File: config.mk
export PLATFORM = sky130hd
export DESIGN_NAME = lss_shift_latch
export DESIGN_NICKNAME = d
export VERILOG_FILES = /design/src/hw/lss_pkg.sv /design/src/hw/lss_shift_latch.sv
export SDC_FILE = /design/constraint.sdc
export NUM_CORES = 1
export LEC_CHECK = 0
export ABC_AREA = 0
export BUFFER_PORTS_ARGS = -buffer_cell sky130_fd_sc_hd__buf_4
export CAP_MARGIN = 25
export CORE_MARGIN = 4
export CORE_UTILIZATION = 40
export CTS_CLUSTER_DIAMETER = 30
export DETAILED_ROUTE_END_ITERATION = 10
export PLACE_DENSITY_LB_ADDON = 0.2
export SYNTH_ARGS = -nofsm -noshare
export SYNTH_HDL_FRONTEND = slang
export SYNTH_SLANG_ARGS = --single-unit
export TNS_END_PERCENT = 30
File: constraint.sdc
create_clock -name clk_i -period 2.6 [get_ports clk_i]
set_clock_uncertainty 0.05 [all_clocks]
set_input_delay 0.39 -clock clk_i [delete_from_list [all_inputs] [get_ports clk_i]]
set_output_delay 0.39 -clock clk_i [all_outputs]
set_load 0.01 [all_outputs]
File: src/hw/lss_pkg.sv
// Constants and types shared by the LED sink shift/latch block.
// Assumes a 32-bit classic Wishbone slave with byte addresses.

`default_nettype none

package lss_pkg;

    // ------------------------------------------------------------
    // Structure
    // ------------------------------------------------------------
    localparam int LSS_CHANNELS = 8;
    localparam int LSS_FIFO_DEPTH = 2;
    localparam int LSS_ADR_W = 8;

    // ------------------------------------------------------------
    // Register offsets (byte addresses)
    // ------------------------------------------------------------
    localparam logic [7:0] LSS_ADR_CTRL = 8'h00;
    localparam logic [7:0] LSS_ADR_STATUS = 8'h04;
    localparam logic [7:0] LSS_ADR_SHIFT = 8'h08;
    localparam logic [7:0] LSS_ADR_DISPLAY = 8'h0C;
    localparam logic [7:0] LSS_ADR_OPEN = 8'h10;
    localparam logic [7:0] LSS_ADR_SHORT = 8'h14;
    localparam logic [7:0] LSS_ADR_TEMP = 8'h18;

    // ------------------------------------------------------------
    // Field positions
    // ------------------------------------------------------------
    localparam int LSS_CTRL_MODE_LSB = 0;
    localparam int LSS_CTRL_HOLD_BIT = 2;
    localparam int LSS_CTRL_CLR_OVR_BIT = 3;
    localparam int LSS_STAT_MODE_LSB = 0;
    localparam int LSS_STAT_STEP_LSB = 4;
    localparam int LSS_STAT_GFAULT_BIT = 8;
    localparam int LSS_STAT_COUNT_LSB = 12;
    localparam int LSS_STAT_OVR_BIT = 16;
    localparam int LSS_STAT_READY_BIT = 17;

    // ------------------------------------------------------------
    // Reset values
    // ------------------------------------------------------------
    localparam logic [1:0] LSS_MODE_RST = 2'h0;
    localparam logic LSS_HOLD_RST = 1'b0;
    localparam logic LSS_SDO_RST = 1'b1;
    localparam logic [31:0] LSS_RDATA_UNMAPPED = 32'h0000_0000;

    // ------------------------------------------------------------
    // Modes and diagnostic steps
    // ------------------------------------------------------------
    typedef enum logic [1:0] {
        LSS_MODE_NORMAL,
        LSS_MODE_GLOBAL,
        LSS_MODE_DETAIL,
        LSS_MODE_LOWI
    } lss_mode_e;

    typedef enum logic [1:0] {
        LSS_STEP_TEMP,
        LSS_STEP_OPEN,
        LSS_STEP_SHORT
    } lss_step_e;

endpackage : lss_pkg

`default_nettype wire

File: src/hw/lss_shift_latch.sv
// Shift register, load buffer and display latch of an eight-channel
// LED sink driver, with fault read-back and a Wishbone register port.
// Assumes all pins are asynchronous to clk_i and are synchronised here;
// the serial clock must be well below clk_i / 4 to be edge-detected.
//
// Added by the designer: the Wishbone slave port and the register addresses.

`default_nettype none

module lss_shift_latch
    import lss_pkg::*;
#(
    parameter int CHANNELS = LSS_CHANNELS,
    parameter int FIFO_DEPTH = LSS_FIFO_DEPTH
)(
    input wire logic clk_i, // System clock, 20 MHz
    input wire logic rst_i, // Synchronous reset, active high
    input wire logic ce_i, // Clock enable, freezes state when low
    input wire logic wb_cyc_i, // Wishbone cycle
    input wire logic wb_stb_i, // Wishbone strobe
    input wire logic wb_we_i, // Wishbone write enable
    input wire logic [LSS_ADR_W-1:0] wb_adr_i, // Wishbone byte address
    input wire logic [3:0] wb_sel_i, // Wishbone byte selects
    input wire logic [31:0] wb_dat_i, // Wishbone write data
    output logic [31:0] wb_dat_o, // Wishbone read data
    output logic wb_ack_o, // Wishbone acknowledge
    input wire logic serial_clk_i, // Serial clock pin
    input wire logic serial_in_pin_i, // Serial data pin
    input wire logic load_strobe_i, // Load strobe pin
    input wire logic sink_enable_low_n_i, // Sink enable pin, low active
    input wire logic overtemp_i, // Thermal sensor flag
    input wire logic [CHANNELS-1:0] sink_channels_in_i, // Pin sense
    output logic [CHANNELS-1:0] sink_channels_out_o, // Pin drive level
    output logic [CHANNELS-1:0] sink_channels_oe_o, // Pin sinking
    output logic low_current_o, // Reduced test current
    output logic serial_out_pin_o, // Serial output pin
    output logic load_ready_o // Load buffer has room
);

    localparam int PTR_W = (FIFO_DEPTH > 1) ? $clog2(FIFO_DEPTH) : 1;
    localparam int CNT_W = $clog2(FIFO_DEPTH + 1);

    // ------------------------------------------------------------
    // Pin synchronisers
    // ------------------------------------------------------------
    localparam int SYNC_W = 4 + CHANNELS;

    logic [SYNC_W-1:0] sync1_reg;
    logic [SYNC_W-1:0] sync2_reg;
    logic sclk_q_reg;
    logic ld_q_reg;

    always_ff @(posedge clk_i)
    begin
        if (rst_i)
        begin
            sync1_reg <= '0;
            sync2_reg <= '0;
            sclk_q_reg <= 1'b0;
            ld_q_reg <= 1'b0;
        end
        else if (ce_i)
        begin
            sync1_reg <= {serial_clk_i, serial_in_pin_i, load_strobe_i,
                          overtemp_i, sink_channels_in_i};
            sync2_reg <= sync1_reg;
            sclk_q_reg <= sync2_reg[SYNC_W-1];
            ld_q_reg <= sync2_reg[SYNC_W-3];
        end
    end

    // The enable pin is kept apart so reset can leave it "disabled"
    logic oen_s1_reg;
    logic oen_s_reg;

    always_ff @(posedge clk_i)
    begin
        if (rst_i)
        begin
            oen_s1_reg <= 1'b1;
            oen_s_reg <= 1'b1;
        end
        else if (ce_i)
        begin
            oen_s1_reg <= sink_enable_low_n_i;
            oen_s_reg <= oen_s1_reg;
        end
    end

    wire sclk_s = sync2_reg[SYNC_W-1];
    wire sdi_s = sync2_reg[SYNC_W-2];
    wire ld_s = sync2_reg[SYNC_W-3];
    wire otemp_s = sync2_reg[SYNC_W-4];
    wire [CHANNELS-1:0] sense_s = sync2_reg[CHANNELS-1:0];
    wire sclk_rise = sclk_s & ~sclk_q_reg;
    wire sclk_fall = ~sclk_s & sclk_q_reg;
    wire ld_rise = ld_s & ~ld_q_reg;

    // ------------------------------------------------------------
    // Control state
    // ------------------------------------------------------------
    logic [1:0] mode_reg;
    logic hold_reg;
    logic overrun_reg;
    lss_step_e step_reg;
    lss_step_e step_next;

    wire lss_mode_e mode = lss_mode_e'(mode_reg);
    wire err_mode = (mode != LSS_MODE_NORMAL);

    always_comb
    begin
        case (step_reg)
            LSS_STEP_TEMP: step_next = LSS_STEP_OPEN;
            LSS_STEP_OPEN: step_next = LSS_STEP_SHORT;
            LSS_STEP_SHORT: step_next = LSS_STEP_TEMP;
            default: step_next = LSS_STEP_TEMP;
        endcase
    end

    // ------------------------------------------------------------
    // Shift register and serial output
    // ------------------------------------------------------------
    logic [CHANNELS-1:0] shift_reg;
    logic sdo_reg;

    // Detail read-back: a load in detail mode puts the current test
    // step's results into the shift register for clocking out.
    logic [CHANNELS-1:0] open_res_reg;
    logic [CHANNELS-1:0] short_res_reg;
    logic temp_res_reg;
    logic [CHANNELS-1:0] detail_word;

    always_comb
    begin
        case (step_reg)
            LSS_STEP_OPEN: detail_word = open_res_reg;
            LSS_STEP_SHORT: detail_word = short_res_reg;
            default: detail_word = {CHANNELS{temp_res_reg}};
        endcase
    end

    wire detail_load = ld_rise & (mode == LSS_MODE_DETAIL);

    always_ff @(posedge clk_i)
    begin
        if (rst_i)
            shift_reg <= '0;
        else if (ce_i)
        begin
            if (detail_load)
                shift_reg <= detail_word;
            else if (sclk_rise)
                shift_reg <= {shift_reg[CHANNELS-2:0], sdi_s};
        end
    end

    logic gfault_reg;

    // Data leaves on the falling edge after eight rising edges, which
    // gives the half-cycle offset a cascade relies on.
    always_ff @(posedge clk_i)
    begin
        if (rst_i)
            sdo_reg <= LSS_SDO_RST;
        else if (ce_i)
        begin
            if (mode == LSS_MODE_GLOBAL)
                sdo_reg <= ~gfault_reg;
            else if (sclk_fall)
                sdo_reg <= shift_reg[CHANNELS-1];
        end
    end

    always_ff @(posedge clk_i)
    begin
        if (rst_i)
            step_reg <= LSS_STEP_TEMP;
        else if (ce_i)
        begin
            if (!err_mode)
                step_reg <= LSS_STEP_TEMP;
            else if (sclk_rise)
                step_reg <= step_next;
        end
    end

    // ------------------------------------------------------------
    // Load buffer between shift register and display
    // ------------------------------------------------------------
    logic [CHANNELS-1:0] fifo_mem [FIFO_DEPTH];
    logic [PTR_W-1:0] wr_ptr_reg;
    logic [PTR_W-1:0] rd_ptr_reg;
    logic [CNT_W-1:0] count_reg;
    logic [CHANNELS-1:0] display_reg;

    wire fifo_full = (count_reg == CNT_W'(FIFO_DEPTH));
    wire fifo_empty = (count_reg == '0);
    wire push = ld_rise & ~fifo_full;
    wire pop = ~fifo_empty & ~hold_reg;
    wire overrun_set = ld_rise & fifo_full;
    wire [PTR_W-1:0] wr_ptr_next = (wr_ptr_reg == PTR_W'(FIFO_DEPTH - 1))
                                   ? '0 : wr_ptr_reg + 1'b1;
    wire [PTR_W-1:0] rd_ptr_next = (rd_ptr_reg == PTR_W'(FIFO_DEPTH - 1))
                                   ? '0 : rd_ptr_reg + 1'b1;

    always_ff @(posedge clk_i)
    begin
        if (ce_i && push)
            fifo_mem[wr_ptr_reg] <= shift_reg;
    end

    always_ff @(posedge clk_i)
    begin
        if (rst_i)
        begin
            wr_ptr_reg <= '0;
            rd_ptr_reg <= '0;
            count_reg <= '0;
        end
        else if (ce_i)
        begin
            if (push)
                wr_ptr_reg <= wr_ptr_next;
            if (pop)
                rd_ptr_reg <= rd_ptr_next;
            if (push && !pop)
                count_reg <= count_reg + 1'b1;
            else if (pop && !push)
                count_reg <= count_reg - 1'b1;
        end
    end

    // Further shifting never reaches the sinks, only a pop does
    always_ff @(posedge clk_i)
    begin
        if (rst_i)
            display_reg <= '0;
        else if (ce_i && pop)
            display_reg <= fifo_mem[rd_ptr_reg];
    end

    // ------------------------------------------------------------
    // Fault detection
    // ------------------------------------------------------------
    // An open LED cannot pull a sinking pin up; a shorted LED
    // leaves it high. Results gather until a load in normal mode; set beats clear.
    wire [CHANNELS-1:0] drive_on = display_reg & {CHANNELS{~oen_s_reg}};
    wire [CHANNELS-1:0] open_now = (err_mode && step_reg == LSS_STEP_OPEN)
                                   ? (drive_on & ~sense_s) : '0;
    wire [CHANNELS-1:0] short_now = (err_mode && step_reg == LSS_STEP_SHORT)
                                    ? (drive_on & sense_s) : '0;
    wire temp_now = err_mode & otemp_s;
    wire any_fault = (|open_res_reg) | (|short_res_reg) | temp_res_reg;

    always_ff @(posedge clk_i)
    begin
        if (rst_i)
        begin
            open_res_reg <= '0;
            short_res_reg <= '0;
            temp_res_reg <= 1'b0;
            gfault_reg <= 1'b0;
        end
        else if (ce_i)
        begin
            open_res_reg <= open_now | open_res_reg;
            short_res_reg <= short_now | short_res_reg;
            temp_res_reg <= temp_now | temp_res_reg;
            if (ld_rise && err_mode)
                gfault_reg <= any_fault | (|open_now) | (|short_now)
                              | temp_now;
            if (ld_rise && !err_mode)
            begin
                open_res_reg <= open_now;
                short_res_reg <= short_now;
                temp_res_reg <= temp_now;
            end
        end
    end

    // ------------------------------------------------------------
    // Sink pins
    // ------------------------------------------------------------
    // Pins are open drain: the level is always low, only the enable
    // moves. In diagnostic modes the pins are also read as senses.
    logic [CHANNELS-1:0] oe_reg;
    logic [CHANNELS-1:0] out_reg;
    logic lowi_reg;

    always_ff @(posedge clk_i)
    begin
        if (rst_i)
        begin
            oe_reg <= '0;
            out_reg <= '0;
            lowi_reg <= 1'b0;
        end
        else if (ce_i)
        begin
            oe_reg <= drive_on;
            out_reg <= '0;
            lowi_reg <= (mode == LSS_MODE_LOWI);
        end
    end

    // ------------------------------------------------------------
    // Wishbone slave
    // ------------------------------------------------------------
    logic ack_reg;
    logic [31:0] rdata_reg;
    logic ready_reg;

    wire req = wb_cyc_i & wb_stb_i & ~ack_reg;
    wire wr_ctrl = req & wb_we_i & wb_sel_i[0]
                   & (wb_adr_i == LSS_ADR_CTRL);
    wire ovr_clear = wr_ctrl & wb_dat_i[LSS_CTRL_CLR_OVR_BIT];

    wire [31:0] ctrl_word = 32'({hold_reg, mode_reg});
    wire [31:0] stat_word =
        (32'(mode_reg) << LSS_STAT_MODE_LSB)
        | (32'(step_reg) << LSS_STAT_STEP_LSB)
        | (32'(gfault_reg) << LSS_STAT_GFAULT_BIT)
        | (32'(count_reg) << LSS_STAT_COUNT_LSB)
        | (32'(overrun_reg) << LSS_STAT_OVR_BIT)
        | (32'(ready_reg) << LSS_STAT_READY_BIT);
    wire [31:0] rdata_mux =
        (wb_adr_i == LSS_ADR_CTRL) ? ctrl_word :
        (wb_adr_i == LSS_ADR_STATUS) ? stat_word :
        (wb_adr_i == LSS_ADR_SHIFT) ? 32'(shift_reg) :
        (wb_adr_i == LSS_ADR_DISPLAY) ? 32'(display_reg) :
        (wb_adr_i == LSS_ADR_OPEN) ? 32'(open_res_reg) :
        (wb_adr_i == LSS_ADR_SHORT) ? 32'(short_res_reg) :
        (wb_adr_i == LSS_ADR_TEMP) ? 32'(temp_res_reg) :
        LSS_RDATA_UNMAPPED;

    always_ff @(posedge clk_i)
    begin
        if (rst_i)
        begin
            ack_reg <= 1'b0;
            rdata_reg <= '0;
            mode_reg <= LSS_MODE_RST;
            hold_reg <= LSS_HOLD_RST;
        end
        else if (ce_i)
        begin
            ack_reg <= req;
            if (req)
                rdata_reg <= wb_we_i ? '0 : rdata_mux;
            if (wr_ctrl)
            begin
                mode_reg <= wb_dat_i[LSS_CTRL_MODE_LSB +: 2];
                hold_reg <= wb_dat_i[LSS_CTRL_HOLD_BIT];
            end
        end
    end

    // A lost load is reported, and a new overrun wins over the clear
    always_ff @(posedge clk_i)
    begin
        if (rst_i)
        begin
            overrun_reg <= 1'b0;
            ready_reg <= 1'b0;
        end
        else if (ce_i)
        begin
            overrun_reg <= overrun_set | (overrun_reg & ~ovr_clear);
            ready_reg <= ~fifo_full | pop;
        end
    end

    assign wb_ack_o = ack_reg;
    assign wb_dat_o = rdata_reg;
    assign sink_channels_oe_o = oe_reg;
    assign sink_channels_out_o = out_reg;
    assign low_current_o = lowi_reg;
    assign serial_out_pin_o = sdo_reg;
    assign load_ready_o = ready_reg;
endmodule : lss_shift_latch

`default_nettype wire

==> results.ini, run 1 <==
[clock_tree]
cts_sinks = 113
cts_max_path_buffers = 2
numCtsBuffers = 17
cts_resized = 0
cts.clk_slew.worst_paths_ps = 50
cts_tree = built
clockRootBuffer = clkbuf_16
insertion_delay_ps = 410
post_cts_buffers = 0
cts.htree.levels = 4
holdBufCountCts = 0

[die]
ios = 115
die_area_um2 = 14500
core_area_um2 = 12200
initial_core_util_pct = 41.4
die_w_um = 120
die_h_um = 120
rows = 40

[worst_setup_path]
reg2reg_slack_ps = 600
startpoint_type = register
path_max_fanout = 14
cp_data_required_time_ps = 2820
critical_path.startpoint = step_reg[1]$_SDFFE_PP0P_
worst-r2r-cell-count = 6
crit_type = register to register
critical_path.endpoint_type = register
critPathArrivalTime_ps = 2220
timing.rr.start = step_reg[1]$_SDFFE_PP0P_
endpoint = gfault_reg$_SDFFE_PP0P_
r2r_end = gfault_reg$_SDFFE_PP0P_

[global_route]
grt_start_max_net_pins = 45
antenna_found_initial = 0
grtUsageTotal_pct = 17.6
globalRouteOverflowTotal = 0
grt_pass1_wl_um = 20000
grt_pass1_vias = 3750

[sta]
drv_slew = 0
slew_headroom_pct = 60.2
period_share_pct = 77.1
fmax_mhz = 499
layout_min_cycle_time_ps = 2000
finalSetupViolCount = 0
max_slew.worst_pin.slew_ps = 592
tns_ps = 0
grt_setup_unrepaired = no
hold_viol_final = 0

[detailed_routing]
drtAntennaViolNets = 0
drcViolationCount = 0
vias_per_cell = 5.25
drt_first_pass_iters = 5
drtIter0Drc = 324
wirelength_um = 12400
avgRoutedWirePerCell_um = 16.4
vias = 3962

[finish]
seq_area_um2 = 2420
fillers = 1162
top_register = fifo_mem
largest_register_ffs = 16
drive_gt1_share_pct = 17.5
n_antenna_cell = 0
area_growth_pct = 20.2
multi_input_area_um2 = 2360
finalNetCount = 641
final_common_cell = dfxtp_1
fin_util_pct = 49.8
final_cell_mix = 97 x dfxtp_1, 85 x nor2_1, 62 x buf_4, 53 x mux2i_1, 27 x conb_1

[yosys]
synthFlopType = dfxtp_1
syn_avg_cell_area_um2 = 9.65
syn_area_um2 = 5060
synthCells = 524
synthArstFlopShare_pct = 0
synth-seq-area-share_pct = 47.9
synth_top_area_cell = dfxtp_1
yosysUniqueCellTypes = 58
synth_edf_count = 16
ys_ff_latch = 113
synth_top_area_share_pct = 38.4
yosys_warnings = 0
ys_top_cells_by_area = dfxtp_1 38%, mux2i_1 10%, edfxtp_1 9.5%

[power_and_ir_drop]
ir_worst_vdd_mv = 0.422
power-per-cell-area_nw_per_um2 = 790
leakagePower_nw = 2.39

[run]
maxCapViolCount = 0

[placement]
numPortBuffers = 56
globalplace.congestion = 0.885
dp.final_hpwl_um = 8930

[worst_hold_path]
min-delay-start = sink_enable_low_n_i
min_path_cells = 3
hp-class = primary input to register

[outcome]
status = complete, no violations

-- metal layers --
| metal | global-route usage, % | vias to the layer above | routed length, µm |
|---|---|---|---|
| li1 | - | 1933 | - |
| met1 | 24.2 | 1906 | 5840 |
| met2 | 26.6 | 114 | 5780 |
| met3 | 4.96 | 9 | 655 |
| met4 | 6.30 | 0 | 130 |
| met5 | 0 | - | 0 |
-- where the power goes --
| group | leakage (nW) | switching, W | internal (W) |
|---|---|---|---|
| logic | 1.17 | 0.000260 | 0.000220 |
| clock network | 0.277 | 0.000796 | 0.00149 |
| registers | 0.944 | 0.000174 | 0.00186 |
-- how the worst min path moves through the flow --
stage / to
after CTS: oen_s1_reg$_SDFFE_PP1P_
after detailed placement: oen_s1_reg$_SDFFE_PP1P_
final: oen_s1_reg$_SDFFE_PP1P_
after global routing: oen_s1_reg$_SDFFE_PP1P_
after global placement: wb_dat_o[5]$_SDFFE_PP0P_
after floorplan: oen_s1_reg$_SDFFE_PP1P_
-- logic make-up (layout without fill, tap and decap cells) --
logic type	after synthesis	in the layout	share of synthesized area (%)
AOI/OAI and AO/OA	112	112	15.6
xor gates and xnor gates	5	5	0.866
adders and majority gates	4	4	0.990
buffers and inverters	69	106	7.40
DFF	113	113	47.9
muxes	56	56	11.2
other	1	27	0.0741
and+or+nand+nor	164	164	16.0
-- layout make-up --
class | instances | share of cell area, %
multi-input cells | 368 | 38.8
repair buffers | 62 | 7.66
flip-flops and latches | 113 | 39.8
well taps | 168 | 3.46
clock buffers | 20 | 7.18
inverters | 12 | 0.741
clock inverters | 12 | 2.33
-- through the flow --
| stage | setup WS, ps | instances | instance area (µm²) | total power, W | hold slack (ps) |
|---|---|---|---|---|---|
| global placement | 661 | 723 | 5500 | 0.00253 | 404 |
| global route | 397 | 755 | 6080 | 0.00500 | 151 |
| detailed placement | 636 | 723 | 5500 | 0.00255 | 408 |
| CTS | 618 | 755 | 6080 | 0.00484 | 135 |
| finish | 596 | 755 | 6080 | 0.00480 | 148 |
| floorplan | 903 | 550 | 5150 | 0.00239 | 391 |
-- cells in the mapped netlist (7+ instances only) --
| master | count |
|---|---|
| dfxtp_1 | 97 |
| nor2_1 | 85 |
| mux2i_1 | 53 |
| buf_4 | 27 |
| nand2_1 | 26 |
| a21oi_1 | 22 |
| a22oi_1 | 19 |
| nor2b_1 | 19 |
| clkbuf_1 | 17 |
| edfxtp_1 | 16 |
| a31oi_1 | 13 |
| inv_1 | 12 |
| buf_2 | 11 |
| a211oi_1 | 9 |
| o221ai_1 | 8 |
| o21ai_0 | 7 |
-- worst max-delay path, cell delays in order (launching register included) --
cell	delay [ps]
dfxtp_1	380
inv_1	80
ha_1	370
mux2_2	330
a222oi_1	320
nor3b_1	220
a31oi_1	110
Power figures use the tool's default switching activity.
==> run 2, diff against run 1 <==
==> constraint.sdc (replaced) <==
create_clock -name clk_i -period 2 [get_ports clk_i]
set_clock_uncertainty 0.05 [all_clocks]
set_input_delay 0.3 -clock clk_i [delete_from_list [all_inputs] [get_ports clk_i]]
set_output_delay 0.3 -clock clk_i [all_outputs]
set_load 0.01 [all_outputs]
==> results.ini, run 2 (synthesis gave the netlist of run 1 again) <==
[worst_setup_path]
startpoint_type = register  ; unchanged
critical_path.endpoint_type = register  ; unchanged
crit_type = register to register  ; unchanged
cp_data_required_time_ps = 2310  ; was 2820 ps
critPathArrivalTime_ps = 2150  ; was 2220 ps
reg2reg_slack_ps = 160  ; was 600 ps
path_max_fanout = 9  ; was 14

[detailed_routing]
drtAntennaViolNets = 0  ; unchanged
drt_first_pass_iters = 4  ; was 5
wirelength_um = 12900  ; was 12400 µm
drcViolationCount = 0  ; unchanged
avgRoutedWirePerCell_um = 16.9  ; was 16.4 µm
vias_per_cell = 5.26  ; was 5.25
vias = 4026  ; was 3962
drtIter0Drc = 292  ; was 324

[clock_tree]
cts.htree.levels = 4  ; unchanged
post_cts_buffers = 0  ; unchanged
cts.clk_slew.worst_paths_ps = 50  ; about the same
holdBufCountCts = 0  ; unchanged
insertion_delay_ps = 420  ; was 410 ps
cts_sinks = 113  ; unchanged
cts_resized = 0  ; unchanged
cts_tree = built  ; unchanged
cts_max_path_buffers = 2  ; unchanged
clockRootBuffer = clkbuf_16  ; unchanged
numCtsBuffers = 17  ; unchanged

[placement]
numPortBuffers = 56  ; unchanged
dp.final_hpwl_um = 9450  ; was 8930 µm
dp_slack_ps = 173  ; was 636 ps
globalplace.congestion = 0.893  ; was 0.885

[die]
rows = 40  ; unchanged
die_w_um = 120  ; unchanged
core_area_um2 = 12200  ; unchanged
die_h_um = 120  ; unchanged
initial_core_util_pct = 41.4  ; unchanged
ios = 115  ; unchanged
die_area_um2 = 14500  ; unchanged

[power_and_ir_drop]
power-per-cell-area_nw_per_um2 = 1020  ; was 790 nW/µm²
finalPower_w = 0.00631  ; was 0.00480 W
p_sw_w = 0.00162  ; was 0.00123 W
ir_worst_vdd_mv = 0.570  ; was 0.422 mV
p_sw_share_pct = 25.7  ; was 25.6%
leakagePower_nw = 2.48  ; was 2.39 nW
comb_power_share_pct = 11.7  ; was 10.0%
power_frac_clock_pct = 46.9  ; was 47.6%
sequentialPowerShare_pct = 41.4  ; was 42.4%
p_int_w = 0.00469  ; was 0.00357 W

[sta]
hold_ws_ps = 61.9  ; was 148 ps
fmax_mhz = 544  ; was 499 MHz
tns_ps = 0  ; unchanged
finalSetupViolCount = 0  ; unchanged
slew_headroom_pct = 61.7  ; was 60.2%
grt_setup_unrepaired = no  ; unchanged
layout_min_cycle_time_ps = 1840  ; was 2000 ps
hold_viol_final = 0  ; unchanged
drv_slew = 0  ; unchanged
worst_slack_ps = 162  ; was 596 ps
period_share_pct = 91.9  ; was 77.1%
max_slew.worst_pin.slew_ps = 572  ; was 592 ps

[global_route]
grt_pass1_wl_um = 21000  ; was 20000 µm
antenna_found_initial = 0  ; unchanged
grt_pass1_vias = 3994  ; was 3750
globalRouteOverflowTotal = 0  ; unchanged
grt_start_max_net_pins = 51  ; was 45
grtUsageTotal_pct = 18.4  ; was 17.6%

[run]
maxCapViolCount = 0  ; unchanged

[finish]
finalNetCount = 653  ; was 641
fillers = 1180  ; was 1162
n_antenna_cell = 0  ; unchanged
drive_gt1_share_pct = 19.7  ; was 17.5%
top_register = fifo_mem  ; unchanged
final_cell_mix = 97 x dfxtp_1, 85 x nor2_1, 74 x buf_4, 53 x mux2i_1, 27 x conb_1  ; was 97 x dfxtp_1, 85 x nor2_1, 62 x buf_4, 53 x mux2i_1, 27 x conb_1
area_growth_pct = 22.4  ; was 20.2%
largest_register_ffs = 16  ; unchanged
final_common_cell = dfxtp_1  ; unchanged
fin_util_pct = 50.7  ; was 49.8%

[worst_hold_path]
hp-class = primary input to register  ; unchanged

[outcome]
status = complete, no violations  ; unchanged

## run 2: changes by cell type in the layout (fill, tap and decap cells not counted), sizes merged
cell,previous run,this run
buf,62,74
inv,12,14
clkinv,6,5
bufinv,3,1
clkinvlp,3,0
clkbuf,20,23
## run 2: path summary, 6_finish.rpt
path                            depth (start not counted)                            end                     start
worst min-delay path                                    3        oen_s1_reg$_SDFFE_PP1P_       sink_enable_low_n_i
worst max register to register                          6  short_res_reg[1]$_SDFFE_PP0P_  step_reg[0]$_SDFFE_PP0P_
worst max-delay path                                    6  short_res_reg[1]$_SDFFE_PP0P_  step_reg[0]$_SDFFE_PP0P_
worst min register to register                          2       wb_dat_o[5]$_SDFFE_PP0P_  wb_dat_o[5]$_SDFFE_PP0P_
## run 2: final cells by class
type	count	area, µm²	share of cell area (%)
Multi-Input combinational cell	368	2360	38.2
Tap cell	168	210	3.40
Timing Repair Buffer	74	556	8.98
Clock inverter	8	71.3	1.15
Inverter	12	45.0	0.728
Sequential cell	113	2420	39.1
Clock buffer	23	520	8.41
## run 2: power groups by stage
stage,logic (W),registers (W),clock network [W]
6_report,0.000736,0.00261,0.00296
5_1_grt,0.000808,0.00263,0.00311
4_1_cts,0.000737,0.00260,0.00301
3_5_place_dp,0.000735,0.00265,0
3_3_place_gp,0.000716,0.00265,0
2_1_floorplan,0.000542,0.00256,0
## run 2: per-stage QoR
stage | std cells | cell area (µm²)
final | 766 | 6190
after global routing | 766 | 6190
after CTS | 766 | 6180
after detailed placement | 735 | 5590
after global placement | 735 | 5590
after floorplan | 550 | 5150
## run 2: routing by layer
layer / routed length, µm / track usage [%]
met1: 6120 / 25.2
met2: 5850 / 26.9
met3: 691 / 5.14
met4: 291 / 8.57
met5: 0 / 0
## run 2: critical path, stage by stage (launching register included)
cell	delay (ps)
dfxtp_1	330
inv_1	80
ha_1	260
buf_4	200
nor3b_2	500
and3_1	230
o21ba_2	120
==> run 3, diff against run 2 <==
--- a/config.mk
+++ b/config.mk
@@ -12,7 +12,7 @@
 export CORE_UTILIZATION = 40
 export CTS_CLUSTER_DIAMETER = 30
 export DETAILED_ROUTE_END_ITERATION = 10
-export PLACE_DENSITY_LB_ADDON = 0.2
+export PLACE_DENSITY_LB_ADDON = 0.3
 export SYNTH_ARGS = -nofsm -noshare
 export SYNTH_HDL_FRONTEND = slang
 export SYNTH_SLANG_ARGS = --single-unit
==> results.ini, run 3 (synthesis gave the netlist of run 1 again) <==
[die]
die_area_um2 = 14500  ; unchanged
die_h_um = 120  ; unchanged
die_w_um = 120  ; unchanged
ios = 115  ; unchanged
core_area_um2 = 12200  ; unchanged
rows = 40  ; unchanged
initial_core_util_pct = 41.4  ; unchanged

[clock_tree]
cts.clk_slew.worst_paths_ps = 50  ; about the same
cts.htree.levels = 4  ; unchanged
cts_sinks = 113  ; unchanged
post_cts_buffers = 0  ; unchanged
insertion_delay_ps = 410  ; was 420 ps
numCtsBuffers = 17  ; unchanged
cts_max_path_buffers = 2  ; unchanged
cts_resized = 0  ; unchanged
holdBufCountCts = 0  ; unchanged
clockRootBuffer = clkbuf_16  ; unchanged
cts_tree = built  ; unchanged

[finish]
final_cell_mix = 97 x dfxtp_1, 85 x nor2_1, 72 x buf_4, 53 x mux2i_1, 27 x conb_1  ; was 97 x dfxtp_1, 85 x nor2_1, 74 x buf_4, 53 x mux2i_1, 27 x conb_1
drive_gt1_share_pct = 19.3  ; was 19.7%
finalNonFillerCells = 765  ; was 766
top_register = fifo_mem  ; unchanged
largest_register_ffs = 16  ; unchanged
area_growth_pct = 22.5  ; was 22.4%
n_antenna_cell = 0  ; unchanged
fillers = 1106  ; was 1180
final_common_cell = dfxtp_1  ; unchanged
multi_input_area_um2 = 2360  ; about the same
finalNetCount = 652  ; was 653
seq_area_um2 = 2420  ; unchanged

[sta]
max_slew.worst_pin.slew_ps = 557  ; was 572 ps
drv_slew = 0  ; unchanged
period_share_pct = 92.8  ; was 91.9%
grt_setup_unrepaired = no  ; unchanged
finalSetupViolCount = 0  ; unchanged
layout_min_cycle_time_ps = 1860  ; was 1840 ps
hold_viol_final = 0  ; unchanged
fmax_mhz = 539  ; was 544 MHz
tns_ps = 0  ; unchanged
slew_headroom_pct = 62.7  ; was 61.7%

[global_route]
grtUsageTotal_pct = 17.8  ; was 18.4%
grt_start_max_net_pins = 46  ; was 51
antenna_found_initial = 0  ; unchanged
globalRouteOverflowTotal = 0  ; unchanged
grt_pass1_wl_um = 20400  ; was 21000 µm
grt_pass1_vias = 3890  ; was 3994

[worst_setup_path]
cp_data_required_time_ps = 2210  ; was 2310 ps
critical_path.startpoint = step_reg[0]$_SDFFE_PP0P_  ; unchanged
timing.rr.start = step_reg[0]$_SDFFE_PP0P_  ; unchanged
critical_path.endpoint_type = register  ; unchanged
path_max_fanout = 5  ; was 9
crit_type = register to register  ; unchanged
startpoint_type = register  ; unchanged
critPathArrivalTime_ps = 2060  ; was 2150 ps

[placement]
numPortBuffers = 56  ; unchanged
place_inst = 734  ; was 735
dp.final_hpwl_um = 9110  ; was 9450 µm
globalplace.congestion = 0.879  ; was 0.893

[detailed_routing]
vias_per_cell = 5.26  ; about the same
drtIter0Drc = 259  ; was 292
avgRoutedWirePerCell_um = 16.4  ; was 16.9 µm
drt_first_pass_iters = 5  ; was 4
vias = 4022  ; was 4026
wirelength_um = 12500  ; was 12900 µm
drcViolationCount = 0  ; unchanged
drtAntennaViolNets = 0  ; unchanged

[outcome]
status = complete, no violations  ; unchanged

[power_and_ir_drop]
leakagePower_nw = 2.47  ; was 2.48 nW
power-per-cell-area_nw_per_um2 = 1020  ; about the same
ir_worst_vdd_mv = 0.622  ; was 0.570 mV

[run]
maxCapViolCount = 0  ; unchanged

[worst_hold_path]
hp-class = primary input to register  ; unchanged
min-delay-start = sink_enable_low_n_i  ; unchanged

-- run 3: final timing paths --
path / cells after the start / slack, ps / to
setup / recovery: 6 / 140 / gfault_reg$_SDFFE_PP0P_
hold / removal: 3 / 70 / oen_s1_reg$_SDFFE_PP1P_
setup reg to reg: 6 / 140 / gfault_reg$_SDFFE_PP0P_
hold reg to reg: 2 / 420 / wb_dat_o[4]$_SDFFE_PP0P_
-- run 3: metrics by stage --
| step | util, % | worst slack, ps | area [µm²] | hold slack, ps | power [W] |
|---|---|---|---|---|---|
| 2_1_floorplan | - | 373 | 5150 | 378 | 0.00311 |
| 3_3_place_gp | 45.8 | 184 | 5600 | 403 | 0.00336 |
| 3_5_place_dp | 45.8 | 151 | 5600 | 410 | 0.00337 |
| 4_1_cts | 50.7 | 121 | 6190 | 58.4 | 0.00637 |
| 5_1_grt | 50.7 | 18.3 | 6190 | 66.2 | 0.00659 |
| 6_report | 50.7 | 144 | 6190 | 67.3 | 0.00633 |
-- run 3: layout make-up --
class                      count  share of cell area, %
multi-input combinational    368                   38.1
timing repair buffer          73                   9.05
clock buffer                  26                   8.38
clock inverter                 5                   1.21
sequential                   113                   39.1
inverter                      12                  0.727
tap                          168                   3.39
-- run 3: report_power, final --
group          total (W)  switching, W  internal (W)
registers        0.00260      0.000185       0.00242
clock network    0.00300      0.000984       0.00202
logic           0.000727      0.000392      0.000335
-- run 3: worst max-delay path: stages (launching register included) --
cell      delay (ps)
dfxtp_1          380
inv_1             90
ha_1             260
mux2_2           280
a222oi_1         310
nor3b_1          220
a31oi_1          110
-- run 3: layer usage --
layer	share of wire (%)	up-vias	global-route usage [%]
met5	0	-	0
met4	1.2	0	4.82
met3	7.3	12	5.75
met2	46	142	27.3
met1	46	1906	24.2
li1	-	1962	-
